File: src/core/buck_regs_consts.vh
// Constants for the buck regulator control register bank.
// Assumes inclusion by bare name from the core modules.
`ifndef BUCK_REGS_CONSTS_VH
`define BUCK_REGS_CONSTS_VH

// Register addresses on the internal 8-bit register port.
`define ADDR_BUCK1B_MODE_SELECT 8'h00
`define ADDR_BUCK1B_CONFIG 8'h01
`define ADDR_BUCK2_NORMAL_VOLTAGE 8'h02
`define ADDR_BUCK2_STANDBY_VOLTAGE 8'h03
`define ADDR_BUCK2_SLEEP_VOLTAGE 8'h04
`define ADDR_BUCK2_MODE_SELECT 8'h05
`define ADDR_BUCK2_CONFIG 8'h06
`define ADDR_BUCK3_NORMAL_VOLTAGE 8'h07

// Implemented-bit masks.
`define MASK_MODE 8'h2f
`define MASK_CONF 8'h7d
`define MASK_VOLT_RANGE 8'h3f
`define MASK_VOLT_PLAIN 8'h1f

// Field positions.
`define BIT_TURNOFF 5
`define BIT_RAMP 6
`define BIT_RANGE 5

// Power state codes.
`define PSTATE_NORMAL 2'h0
`define PSTATE_STANDBY 2'h1
`define PSTATE_SLEEP 2'h2

// Ramp step intervals in ns and the clock period in ns.
`define RAMP_FAST_NS 2000
`define RAMP_SLOW_NS 4000
`define CLK_PERIOD_NS 8

`endif

File: src/core/buck_reg8.v
// One 8-bit register with an implemented-bit mask and an OTP default.
// Assumes otp_value is stable when otp_load pulses after reset.
`timescale 1ns/1ps
`default_nettype none
module buck_reg8 #(
    parameter [7:0] MASK = 8'hff
)
(
    input wire clk,
    input wire rstn,
    input wire otp_load,
    input wire [7:0] otp_value,
    input wire wr_en,
    input wire [7:0] wr_data,
    output wire [7:0] value
);
    reg [7:0] store;

    // Load the OTP default after reset, then take writes at any time.
    always @(posedge clk or negedge rstn)
    begin
        if (!rstn)
            store <= 8'h00;
        else if (otp_load)
            store <= otp_value & MASK;
        else if (wr_en)
            store <= wr_data & MASK;
    end

    // Unimplemented bits always read as zero.
    assign value = store & MASK;
endmodule
`default_nettype wire

File: src/core/buck_ramp.v
// Voltage step pacer: moves a 6-bit code one step per ramp interval.
// Assumes target is a register value; interval counts are in clock cycles.
`timescale 1ns/1ps
`default_nettype none
module buck_ramp #(
    parameter integer FAST_CYCLES = 250,
    parameter integer SLOW_CYCLES = 500
)
(
    input wire clk,
    input wire rstn,
    input wire load,
    input wire slow,
    input wire [5:0] target,
    output reg [5:0] level,
    output wire settled
);
    reg [15:0] count;
    wire [15:0] limit;

    // Choose the step interval from the ramp rate bit.
    assign limit = slow ? SLOW_CYCLES[15:0] : FAST_CYCLES[15:0];
    assign settled = (level == target);

    // Jump to the target on load, else step toward it once per interval.
    always @(posedge clk or negedge rstn)
    begin
        if (!rstn)
        begin
            level <= 6'h00;
            count <= 16'h0000;
        end
        else if (load)
        begin
            level <= target;
            count <= 16'h0000;
        end
        else if (settled)
            count <= 16'h0000;
        else if (count >= limit - 16'h0001)
        begin
            count <= 16'h0000;
            level <= (level < target) ? level + 6'h01 : level - 6'h01;
        end
        else
            count <= count + 16'h0001;
    end
endmodule
`default_nettype wire

File: src/core/buck_regulator_control_regs.v
// Register bank for buck 1 second phase, buck two and buck three.
// Operation
// - Buck1b mode bit 5 picks off or sleep.
// - Buck2 mode bit 5 picks off or sleep.
// - Mode bits 3:0 select switching mode.
// - Config bit 6 sets ramp step interval.
// - Config bits 5:4 select clock phase.
// - Config bits 3:2 select switching frequency.
// - Config bit 0 selects current limit.
// - Buck2 voltage: code 4:0, range bit 5.
// - Separate buck2 normal voltage register.
// - Separate buck2 standby voltage register.
// - Separate buck2 sleep voltage register.
// - Buck3 normal voltage: 5-bit code only.
// - All registers readable and writable anytime.
// - Reset defaults come from OTP memory.
// Assumes a serial bus front end gives an 8-bit address, write strobe and data.
`timescale 1ns/1ps
`default_nettype none
`include "buck_regs_consts.vh"
module buck_regulator_control_regs #(
    parameter integer FAST_CYCLES = `RAMP_FAST_NS / `CLK_PERIOD_NS,
    parameter integer SLOW_CYCLES = `RAMP_SLOW_NS / `CLK_PERIOD_NS
)
(
    input wire clk,
    input wire rstn,
    input wire [63:0] otp_defaults,
    input wire [7:0] reg_addr,
    input wire reg_wr,
    input wire [7:0] reg_wdata,
    input wire reg_rd,
    output reg [7:0] reg_rdata,
    output reg reg_ack,
    input wire [1:0] power_state,
    input wire buck1b_turnoff_event,
    input wire buck2_turnoff_event,
    output wire buck1b_turnoff_state,
    output wire [3:0] buck1b_switch_mode,
    output wire buck1b_ramp_rate,
    output wire [1:0] buck1b_clock_phase,
    output wire [1:0] buck1b_switch_freq,
    output wire buck1b_current_limit,
    output wire buck2_turnoff_state,
    output wire [3:0] buck2_switch_mode,
    output wire buck2_ramp_rate,
    output wire [1:0] buck2_clock_phase,
    output wire [1:0] buck2_switch_freq,
    output wire buck2_current_limit,
    output reg [4:0] buck2_code,
    output reg buck2_high_range,
    output wire [5:0] buck2_level,
    output wire buck2_settled,
    output reg [4:0] buck_three_code,
    output reg buck1b_sleeping,
    output reg buck2_sleeping,
    output reg buck1b_off,
    output reg buck2_off
);
    // Start-up sequencer states.
    localparam ST_LOAD = 2'd0;
    localparam ST_RUN = 2'd1;

    reg [1:0] state;
    reg otp_load;
    reg target_load;
    reg start_jump;
    reg [5:0] next_target;
    // Masked register contents, one per address.
    wire [7:0] r_mode1b;
    wire [7:0] r_conf1b;
    wire [7:0] r_norm2;
    wire [7:0] r_stby2;
    wire [7:0] r_sleep2;
    wire [7:0] r_mode2;
    wire [7:0] r_conf2;
    wire [7:0] r_norm3;
    // Write strobes, one per address.
    wire wr_mode1b;
    wire wr_conf1b;
    wire wr_norm2;
    wire wr_stby2;
    wire wr_sleep2;
    wire wr_mode2;
    wire wr_conf2;
    wire wr_norm3;

    // Decode a register write strobe for one address.
    function wr_hit;
        input [7:0] addr;
        input [7:0] want;
        input wr;
        begin
            wr_hit = wr && (addr == want);
        end
    endfunction

    // Power state codes outside standby and sleep count as normal operation.
    function in_normal;
        input [1:0] pstate;
        begin
            in_normal = (pstate != `PSTATE_STANDBY) && (pstate != `PSTATE_SLEEP);
        end
    endfunction

    // Pulse the OTP load once after reset release, then run.
    always @(posedge clk or negedge rstn)
    begin
        if (!rstn)
        begin
            state <= ST_LOAD;
            otp_load <= 1'b0;
        end
        else
        begin
            case (state)
                ST_LOAD:
                begin
                    otp_load <= 1'b1;
                    state <= ST_RUN;
                end
                ST_RUN:
                    otp_load <= 1'b0;
                default:
                begin
                    otp_load <= 1'b0;
                    state <= ST_RUN;
                end
            endcase
        end
    end

    // Write strobes for the eight addresses; writes are taken at any time.
    assign wr_mode1b = wr_hit(reg_addr, `ADDR_BUCK1B_MODE_SELECT, reg_wr);
    assign wr_conf1b = wr_hit(reg_addr, `ADDR_BUCK1B_CONFIG, reg_wr);
    assign wr_norm2 = wr_hit(reg_addr, `ADDR_BUCK2_NORMAL_VOLTAGE, reg_wr);
    assign wr_stby2 = wr_hit(reg_addr, `ADDR_BUCK2_STANDBY_VOLTAGE, reg_wr);
    assign wr_sleep2 = wr_hit(reg_addr, `ADDR_BUCK2_SLEEP_VOLTAGE, reg_wr);
    assign wr_mode2 = wr_hit(reg_addr, `ADDR_BUCK2_MODE_SELECT, reg_wr);
    assign wr_conf2 = wr_hit(reg_addr, `ADDR_BUCK2_CONFIG, reg_wr);
    assign wr_norm3 = wr_hit(reg_addr, `ADDR_BUCK3_NORMAL_VOLTAGE, reg_wr);

    // The eight registers, each masked to its implemented bits.
    buck_reg8 #(.MASK(`MASK_MODE)) u_mode1b (
        .clk(clk),
        .rstn(rstn),
        .otp_load(otp_load),
        .otp_value(otp_defaults[7:0]),
        .wr_en(wr_mode1b),
        .wr_data(reg_wdata),
        .value(r_mode1b)
    );
    buck_reg8 #(.MASK(`MASK_CONF)) u_conf1b (
        .clk(clk),
        .rstn(rstn),
        .otp_load(otp_load),
        .otp_value(otp_defaults[15:8]),
        .wr_en(wr_conf1b),
        .wr_data(reg_wdata),
        .value(r_conf1b)
    );
    buck_reg8 #(.MASK(`MASK_VOLT_RANGE)) u_norm2 (
        .clk(clk),
        .rstn(rstn),
        .otp_load(otp_load),
        .otp_value(otp_defaults[23:16]),
        .wr_en(wr_norm2),
        .wr_data(reg_wdata),
        .value(r_norm2)
    );
    buck_reg8 #(.MASK(`MASK_VOLT_RANGE)) u_stby2 (
        .clk(clk),
        .rstn(rstn),
        .otp_load(otp_load),
        .otp_value(otp_defaults[31:24]),
        .wr_en(wr_stby2),
        .wr_data(reg_wdata),
        .value(r_stby2)
    );
    buck_reg8 #(.MASK(`MASK_VOLT_RANGE)) u_sleep2 (
        .clk(clk),
        .rstn(rstn),
        .otp_load(otp_load),
        .otp_value(otp_defaults[39:32]),
        .wr_en(wr_sleep2),
        .wr_data(reg_wdata),
        .value(r_sleep2)
    );
    buck_reg8 #(.MASK(`MASK_MODE)) u_mode2 (
        .clk(clk),
        .rstn(rstn),
        .otp_load(otp_load),
        .otp_value(otp_defaults[47:40]),
        .wr_en(wr_mode2),
        .wr_data(reg_wdata),
        .value(r_mode2)
    );
    buck_reg8 #(.MASK(`MASK_CONF)) u_conf2 (
        .clk(clk),
        .rstn(rstn),
        .otp_load(otp_load),
        .otp_value(otp_defaults[55:48]),
        .wr_en(wr_conf2),
        .wr_data(reg_wdata),
        .value(r_conf2)
    );
    buck_reg8 #(.MASK(`MASK_VOLT_PLAIN)) u_norm3 (
        .clk(clk),
        .rstn(rstn),
        .otp_load(otp_load),
        .otp_value(otp_defaults[63:56]),
        .wr_en(wr_norm3),
        .wr_data(reg_wdata),
        .value(r_norm3)
    );

    // Mode fields to the regulators.
    assign buck1b_turnoff_state = r_mode1b[`BIT_TURNOFF];
    assign buck2_turnoff_state = r_mode2[`BIT_TURNOFF];
    assign buck1b_switch_mode = r_mode1b[3:0];
    assign buck2_switch_mode = r_mode2[3:0];

    // Configuration fields to the regulators.
    assign buck1b_ramp_rate = r_conf1b[`BIT_RAMP];
    assign buck2_ramp_rate = r_conf2[`BIT_RAMP];
    assign buck1b_clock_phase = r_conf1b[5:4];
    assign buck2_clock_phase = r_conf2[5:4];
    assign buck1b_switch_freq = r_conf1b[3:2];
    assign buck2_switch_freq = r_conf2[3:2];
    assign buck1b_current_limit = r_conf1b[0];
    assign buck2_current_limit = r_conf2[0];

    // Read mux; unmapped addresses and reserved bits read as zero.
    always @(posedge clk or negedge rstn)
    begin
        if (!rstn)
        begin
            reg_rdata <= 8'h00;
            reg_ack <= 1'b0;
        end
        else
        begin
            reg_ack <= reg_rd | reg_wr;
            if (reg_rd)
            begin
                case (reg_addr)
                    `ADDR_BUCK1B_MODE_SELECT: reg_rdata <= r_mode1b;
                    `ADDR_BUCK1B_CONFIG: reg_rdata <= r_conf1b;
                    `ADDR_BUCK2_NORMAL_VOLTAGE: reg_rdata <= r_norm2;
                    `ADDR_BUCK2_STANDBY_VOLTAGE: reg_rdata <= r_stby2;
                    `ADDR_BUCK2_SLEEP_VOLTAGE: reg_rdata <= r_sleep2;
                    `ADDR_BUCK2_MODE_SELECT: reg_rdata <= r_mode2;
                    `ADDR_BUCK2_CONFIG: reg_rdata <= r_conf2;
                    `ADDR_BUCK3_NORMAL_VOLTAGE: reg_rdata <= r_norm3;
                    default: reg_rdata <= 8'h00;
                endcase
            end
        end
    end

    // Pick the buck two voltage register for the present power state.
    always @*
    begin
        case (power_state)
            `PSTATE_STANDBY: next_target = r_stby2[5:0];
            `PSTATE_SLEEP: next_target = r_sleep2[5:0];
            default: next_target = r_norm2[5:0];
        endcase
    end

    // Register the active targets; refresh them on every clock cycle.
    always @(posedge clk or negedge rstn)
    begin
        if (!rstn)
        begin
            buck2_code <= 5'h00;
            buck2_high_range <= 1'b0;
            buck_three_code <= 5'h00;
            target_load <= 1'b0;
            start_jump <= 1'b0;
        end
        else
        begin
            buck2_code <= next_target[4:0];
            buck2_high_range <= next_target[`BIT_RANGE];
            buck_three_code <= r_norm3[4:0];
            // The start-up jump waits until the OTP code has reached buck2_code.
            target_load <= otp_load;
            start_jump <= target_load;
        end
    end

    // Paced voltage stepping for buck two using its ramp rate bit.
    // The level jumps once to the OTP target after reset, then ramps.
    buck_ramp #(.FAST_CYCLES(FAST_CYCLES), .SLOW_CYCLES(SLOW_CYCLES)) u_ramp2 (
        .clk(clk),
        .rstn(rstn),
        .load(start_jump),
        .slow(buck2_ramp_rate),
        .target({buck2_high_range, buck2_code}),
        .level(buck2_level),
        .settled(buck2_settled)
    );

    // Turn-off events drive each regulator to off or sleep per its mode bit.
    always @(posedge clk or negedge rstn)
    begin
        if (!rstn)
        begin
            buck1b_sleeping <= 1'b0;
            buck1b_off <= 1'b0;
            buck2_sleeping <= 1'b0;
            buck2_off <= 1'b0;
        end
        else
        begin
            if (buck1b_turnoff_event)
            begin
                buck1b_sleeping <= buck1b_turnoff_state;
                buck1b_off <= ~buck1b_turnoff_state;
            end
            else if (in_normal(power_state))
            begin
                buck1b_sleeping <= 1'b0;
                buck1b_off <= 1'b0;
            end
            // Buck two follows the same rule with its own mode bit.
            if (buck2_turnoff_event)
            begin
                buck2_sleeping <= buck2_turnoff_state;
                buck2_off <= ~buck2_turnoff_state;
            end
            else if (in_normal(power_state))
            begin
                buck2_sleeping <= 1'b0;
                buck2_off <= 1'b0;
            end
        end
    end
endmodule
`default_nettype wire

File: config.mk
export PLATFORM = sky130hd
export DESIGN_NAME = buck_regulator_control_regs
export DESIGN_NICKNAME = d
export VERILOG_FILES = /design/src/core/buck_reg8.v /design/src/core/buck_ramp.v /design/src/core/buck_regulator_control_regs.v
export VERILOG_INCLUDE_DIRS = /design/src /design/src/core
export SDC_FILE = /design/constraint.sdc
export NUM_CORES = 1
export LEC_CHECK = 0
export ABC_AREA = 0
export BUFFER_PORTS_ARGS = -buffer_cell sky130_fd_sc_hd__buf_2
export CAP_MARGIN = 15
export CORE_ASPECT_RATIO = 1.4
export CORE_UTILIZATION = 40
export CTS_CLUSTER_DIAMETER = 50
export DETAILED_ROUTE_END_ITERATION = 10
export PLACE_DENSITY = 0.69
export SLEW_MARGIN = 30
export SYNTH_ARGS = -nofsm -noshare
export SYNTH_HDL_FRONTEND = slang
export SYNTH_SLANG_ARGS = --single-unit
File: constraint.sdc
create_clock -name clk -period 3.5 [get_ports clk]
set_input_delay 0.175 -clock clk [delete_from_list [all_inputs] [get_ports clk]]
set_output_delay 0.175 -clock clk [all_outputs]
set_load 0.1 [all_outputs]
# Word level (Yosys, flattened, before mapping)
# Index checks and enable logic that the tools add are counted.
word_totals:
  input_bits: 88
  word_cells: 100
  register_bits: 99
classes:
  addsub: 4
  eq_ne: 13
  bitwise: 3
  mux: 32
  reduce_logical: 23
  magnitude_cmp: 2
ops:
  columns: ["op", "n"]
  rows:
  - ["$mux W6", 14]
  - ["$pmux W7 S8", 1]
  - ["$mux W16", 3]
  - ["$eq A8 B3 Y1 const B", 4]
  - ["$mux W7", 4]
  - ["$reduce_bool A2 Y1", 11]
  - ["$add A16 B1 Y16 const B", 1]
  - ["$eq A8 B2 Y1 const B", 2]
  - ["$ge A16 B16 Y1", 1]
  - ["$sub A16 B1 Y16 const B", 1]
  - ["$pmux W6 S2", 1]
  - ["$mux W5", 2]
  - ["$logic_and A1 B1 Y1", 9]
  - ["$mux W9", 1]
  - ["$eq A8 B1 Y1 const B", 1]
  - ["$logic_not A8 Y1", 1]
  - ["$add A6 B1 Y6 const B", 1]
  - ["$eq A6 B6 Y1", 1]
  - ["$lt A6 B6 Y1", 1]
  - ["$mux W1", 6]
  - ["$sub A6 B1 Y6 const B", 1]
  - ["$ne A2 B1 Y1 const B", 2]
  - ["$eq A2 B1 Y1 const B", 1]
  - ["$eq A2 B2 Y1 const B", 1]
  - ["5 further kinds", 6]

# Logic depth before layout (Yosys ltp)
depth:
  ltp_word: 6
  ltp_mapped: 12
  ltp_nobuf: 12

# By module
# Synthesis repeated with hierarchy kept, for this count alone.
hier_totals:
  cells_unflattened: 484
  area_unflattened_um2: 5196.2
by_module_without_submodules:
  columns: ["module", "cells_each", "seq_area_each_um2", "n_inst", "area_per_inst_um2"]
  rows:
  - ["buck_regulator_control_regs", 137, 700.7, 1, 1660.3]
  - ["buck_reg8 at u_conf1b ...", 29, 150.1, 5, 297.8]
  - ["buck_ramp", 124, 550.5, 1, 1262.5]
  - ["buck_reg8 at u_mode1b ...", 26, 125.1, 3, 261.5]

# Worst setup path before layout
# Ideal clock, no wire load.
synth_timing:
  kind: "flip-flop to flip-flop"
  from: "reg u_ramp2.level[0]"
  to: "reg u_ramp2.level[5]"
  slack_ps: -111
  setup_time_ps: 82
  arrival_ps: 3529
  stages_incl_launch_ff: 13
  synth_period_minus_slack_ps: 3611
  required_time_ps: 3418
  path_buffers: 0
  path_cell_list: "dfrtp_1 inv_1 ha_1 and3b_1 a211oi_1 o21ai_0 ha_1 a211oi_1 o21bai_1 a21oi_1 xor2_1 or3_1 a31oi_1"
synth_between:
  elab_chain_len: 5
  elab_cells_between_ends: 10
  classes_between: "2 x add/sub; 1 x order compare; 2 x eq/ne; 4 x mux; 1 x reduce/logical"
synth_rtl:
  columns: ["element", "line_no", "source"]
  rows:
  - ["start, declared", "buck_ramp.v:15", "output reg [5:0] level,"]
  - ["start signal, assigned", "buck_ramp.v:35", "level <= target;"]
  - ["start signal, assigned", "buck_ramp.v:43", "level <= (level < target) ? level + 6'h01 : level - 6'h01;"]
  - ["$sub A6 B1 Y6 (tied with other cells)", "buck_ramp.v:43", null]
  - ["$mux W6", "buck_ramp.v:43", null]
  - ["$mux W6", "buck_ramp.v:40", "else if (count >= limit - 16'h0001)"]
  - ["$mux W6", "buck_ramp.v:38", "else if (settled)"]
  - ["$mux W6", "buck_ramp.v:33", "else if (load)"]
# Parallel ways exist; a longest one is shown, timed or not. The select of a mux whose other input is x is not followed.
# A chain may end at the register's enable or synchronous reset.

# Worst setup path after layout
layout_timing:
  from: "reg u_ramp2.level[1]"
  to: "reg u_ramp2.level[5]"
# The elaborated chain is that of the path after synthesis.

==> results.py <==
metrics = {
    "pwr": {
        "total_power_mw": 3.69,
        "p_sw_frac": 0.415,
        "seqPwrFrac": 0.352,
        "power_density_nw_per_um2": 643,
        "combPwrFrac": 0.402,
        "switchingPower_mw": 1.53,
        "p_int_mw": 2.16,
        "max-vdd-ir-drop_mv": 0.298,
        "leakage_nw": 2.72,
        "pwr-share-clk": 0.246,
    },
    "finish": {
        "multi_input_area_um2": 2210,
        "diodes": 0,
        "n_fill_cell": 1095,
        "layout-drive-gt1-share": 0.270,
        "nNetsFinal": 680,
        "regArea_um2": 2360,
        "finish.utilization": 0.504,
        "fin_area_um2": 5740,
        "area_delta_synth_final_pct": 21.5,
    },
    "floorplan": {
        "die_h_um": 131,
        "pin_count": 141,
        "start_util": 0.415,
        "die_area_um2": 12300,
        "die_w_um": 93.9,
        "fp-row-count": 46,
        "coreArea_um2": 11400,
    },
    "synthesis": {
        "yosysUniqueCellTypes": 47,
        "synth_edf_count": 0,
        "async_flop_share": 1.00,
        "synth_area_leaders": "dfrtp_1, mux2i_1, o21ai_0",
        "synth.most_common_cell": "dfrtp_1",
        "yosysTopAreaCellShare": 0.498,
        "syn_avg_cell_area_um2": 10.3,
        "synth_area_um2": 4720,
        "synth_seq_cells": 94,
        "seq_area_frac_synth": 0.498,
        "ys.flop_type": "dfrtp_1",
        "synthTopCellsByCount": "dfrtp_1, nand2_1, o21ai_0",
        "syn_inst": 458,
        "synth_top_area_cell": "dfrtp_1",
        "yosysWarnings": 0,
    },
    "worst_hold_path": {
        "hp-class": "in -> reg",
    },
    "place": {
        "hpwl_mm": 9.18,
        "port_buffers": 119,
        "placed_area_um2": 5460,
        "place_congestion": 0.873,
        "preCtsSetupSlack_ps": 311,
    },
    "detailed_routing": {
        "drt-initial-drc-count": 155,
        "viasPerCell": 5.27,
        "drtPass1Iterations": 4,
        "ant_nets": 0,
        "vias": 3803,
        "drc_errors": 0,
        "wl_per_cell_um": 16.8,
        "routed_wl_mm": 12.1,
    },
    "clock_network": {
        "cts-htree-levels": 3,
        "cts_tree": "yes",
        "clkLatencyLatePin_ps": 330,
        "clockBufferDepth": 2,
        "cts_buffers": 9,
        "clock-sinks": 94,
        "ctsResizeCount": 0,
        "cts.clk_slew.worst_paths_ps": 60,
        "root_buffer": "clkbuf_16",
    },
    "critical_path": {
        "startpoint_type": "flop",
        "reg2reg_slack_ps": 300,
        "critPathKind": "reg -> reg",
        "endpoint_kind": "flop",
        "crit_fanout": 6,
        "arrival_ps": 3450,
        "crit_required_ps": 3750,
    },
    "timing": {
        "fin_setup_tns_ps": 0,
        "hold_viol": 0,
        "slew_viol_final": 0,
        "fmax_ghz": 0.312,
        "maxSlewHeadroom": 0.433,
        "setup_viol": 0,
        "finalCritPeriodShare": 0.915,
        "tightest_slew_ps": 851,
        "fin_ws_ps": 298,
        "period_needed_ps": 3200,
        "skew_ps": 5.46,
        "rsz0062_at_grt": "false",
    },
    "outcome": {
        "status": "complete, no violations",
    },
    "run": {
        "drv_cap": 0,
    },
    "global_routing": {
        "grt_pass1_vias": 3819,
        "grtUsageTotal": 0.208,
        "grt_pass1_wl_mm": 19.2,
        "grt_overflow": 0,
        "grt_max_degree": 84,
        "antenna_found_initial": 1,
    },
}
## metal layers
layer / global-route usage / vias to the layer above / part of all wire
met3: 0.0469 / 21 / 0.050
met1: 0.259 / 1848 / 0.42
met2: 0.346 / 104 / 0.50
met5: 0 / - / 0.0011
li1: - / 1828 / -
met4: 0.0914 / 2 / 0.027
## worst max-delay path: stages, from the launching register on
cell      delay (ps)
dfrtp_2          440
ha_1             300
and3b_1          160
a211oi_1          50
o21ai_0          630
ha_1             380
a211oi_1         230
o21bai_1         100
a21oi_1          180
xor2_1           100
or3_1            380
a31oi_1          180
## cell families (layout without fill, tap and decap cells)
kind of cell,after synthesis,count (layout),synth area share
multiplexers,52,52,0.132
buffers and inverters,45,159,0.0381
XOR/XNOR,13,13,0.0241
AND/OR/NAND/NOR,123,123,0.126
other,2,8,0.00159
AO/OA/AOI/OAI,112,112,0.134
adder cells (fa/ha/maj),17,17,0.0466
flip-flops,94,94,0.498
## final timing paths
path                                                   start                            end  cells after the start
max in group asynchronous                               rstn   u_ramp2.level[5]$_DFFE_PN0P_                      3
worst max-delay path            u_ramp2.level[1]$_DFFE_PN0P_   u_ramp2.level[5]$_DFFE_PN0P_                     11
worst min-delay path                        otp_defaults[59]   u_norm3.store[3]$_DFFE_PN0P_                      3
worst min register to register         target_load$_DFF_PN0_           start_jump$_DFF_PN0_                      0
min in group asynchronous                               rstn  u_sleep2.store[5]$_DFFE_PN0P_                      2
worst max register to register  u_ramp2.level[1]$_DFFE_PN0P_   u_ramp2.level[5]$_DFFE_PN0P_                     11
## sequential cells by signal, indices dropped and copies added (netlist names), 5 cells and up
| name | flops |
|---|---|
| u_ramp2.count | 16 |
| reg_rdata | 7 |
| u_conf1b.store | 6 |
| u_conf2.store | 6 |
| u_norm2.store | 6 |
| u_ramp2.level | 6 |
| u_sleep2.store | 6 |
| u_stby2.store | 6 |
| buck2_code | 5 |
| buck_three_code | 5 |
| u_mode1b.store | 5 |
| u_mode2.store | 5 |
| u_norm3.store | 5 |
## timing repair
item / CTS / global route
setup buffers: 0 / 0
hold buffers: 1 / 0
endpoints found under the hold margin: 57 / 0
## power by group through the flow
stage          logic [mW]  registers [mW]  clock network (mW)
4_1_cts              1.49            1.30               0.929
3_3_place_gp         1.46            1.31                   0
6_report             1.48            1.30               0.909
2_1_floorplan       0.633            1.84                   0
3_5_place_dp         1.48            1.32                   0
5_1_grt              1.60            1.31               0.976
## placed cells by master (no fill, tap or decap), drive strengths merged, types with 2 or more instances in the layout
| master | synthesis | layout |
|---|---|---|
| nor2 | 28 | 28 |
| xor2 | 8 | 8 |
| clkbuf | 15 | 13 |
| o211ai | 2 | 2 |
| dfrtp | 94 | 94 |
| a22o | 2 | 2 |
| o21ai | 59 | 59 |
| mux2i | 43 | 43 |
| a21o | 3 | 3 |
| nand4 | 4 | 4 |
| buf | 8 | 122 |
| a21oi | 23 | 23 |
| nand3 | 6 | 6 |
| mux4 | 8 | 8 |
| and4 | 2 | 2 |
| a22oi | 9 | 9 |
| or3 | 2 | 2 |
| nor4 | 3 | 3 |
| o22ai | 7 | 7 |
| ha | 16 | 16 |
| nor2b | 8 | 8 |
| nor3 | 3 | 3 |
| a211oi | 2 | 2 |
| a31oi | 2 | 2 |
| conb | 2 | 8 |
| inv | 22 | 22 |
| xnor2 | 5 | 5 |
| nand2 | 60 | 60 |
## through the flow
| step | std cells | hold WS [ps] |
|---|---|---|
| 2_1_floorplan | 464 | -121 |
| 3_3_place_gp | 707 | 275 |
| 6_report | 722 | 42.8 |
| 4_1_cts | 722 | 33.3 |
| 3_5_place_dp | 707 | 289 |
| 5_1_grt | 722 | 43.4 |
## final cells by class
| class | instances | share of cell area |
|---|---|---|
| clock buffers | 13 | 0.0471 |
| well taps | 144 | 0.0314 |
| flip-flops and latches | 94 | 0.411 |
| inverters | 22 | 0.0144 |
| repair buffers | 123 | 0.110 |
| clock inverters | 1 | 0.000872 |
| multi-input cells | 325 | 0.386 |
Note: power is estimated with default switching activity, not from simulation.
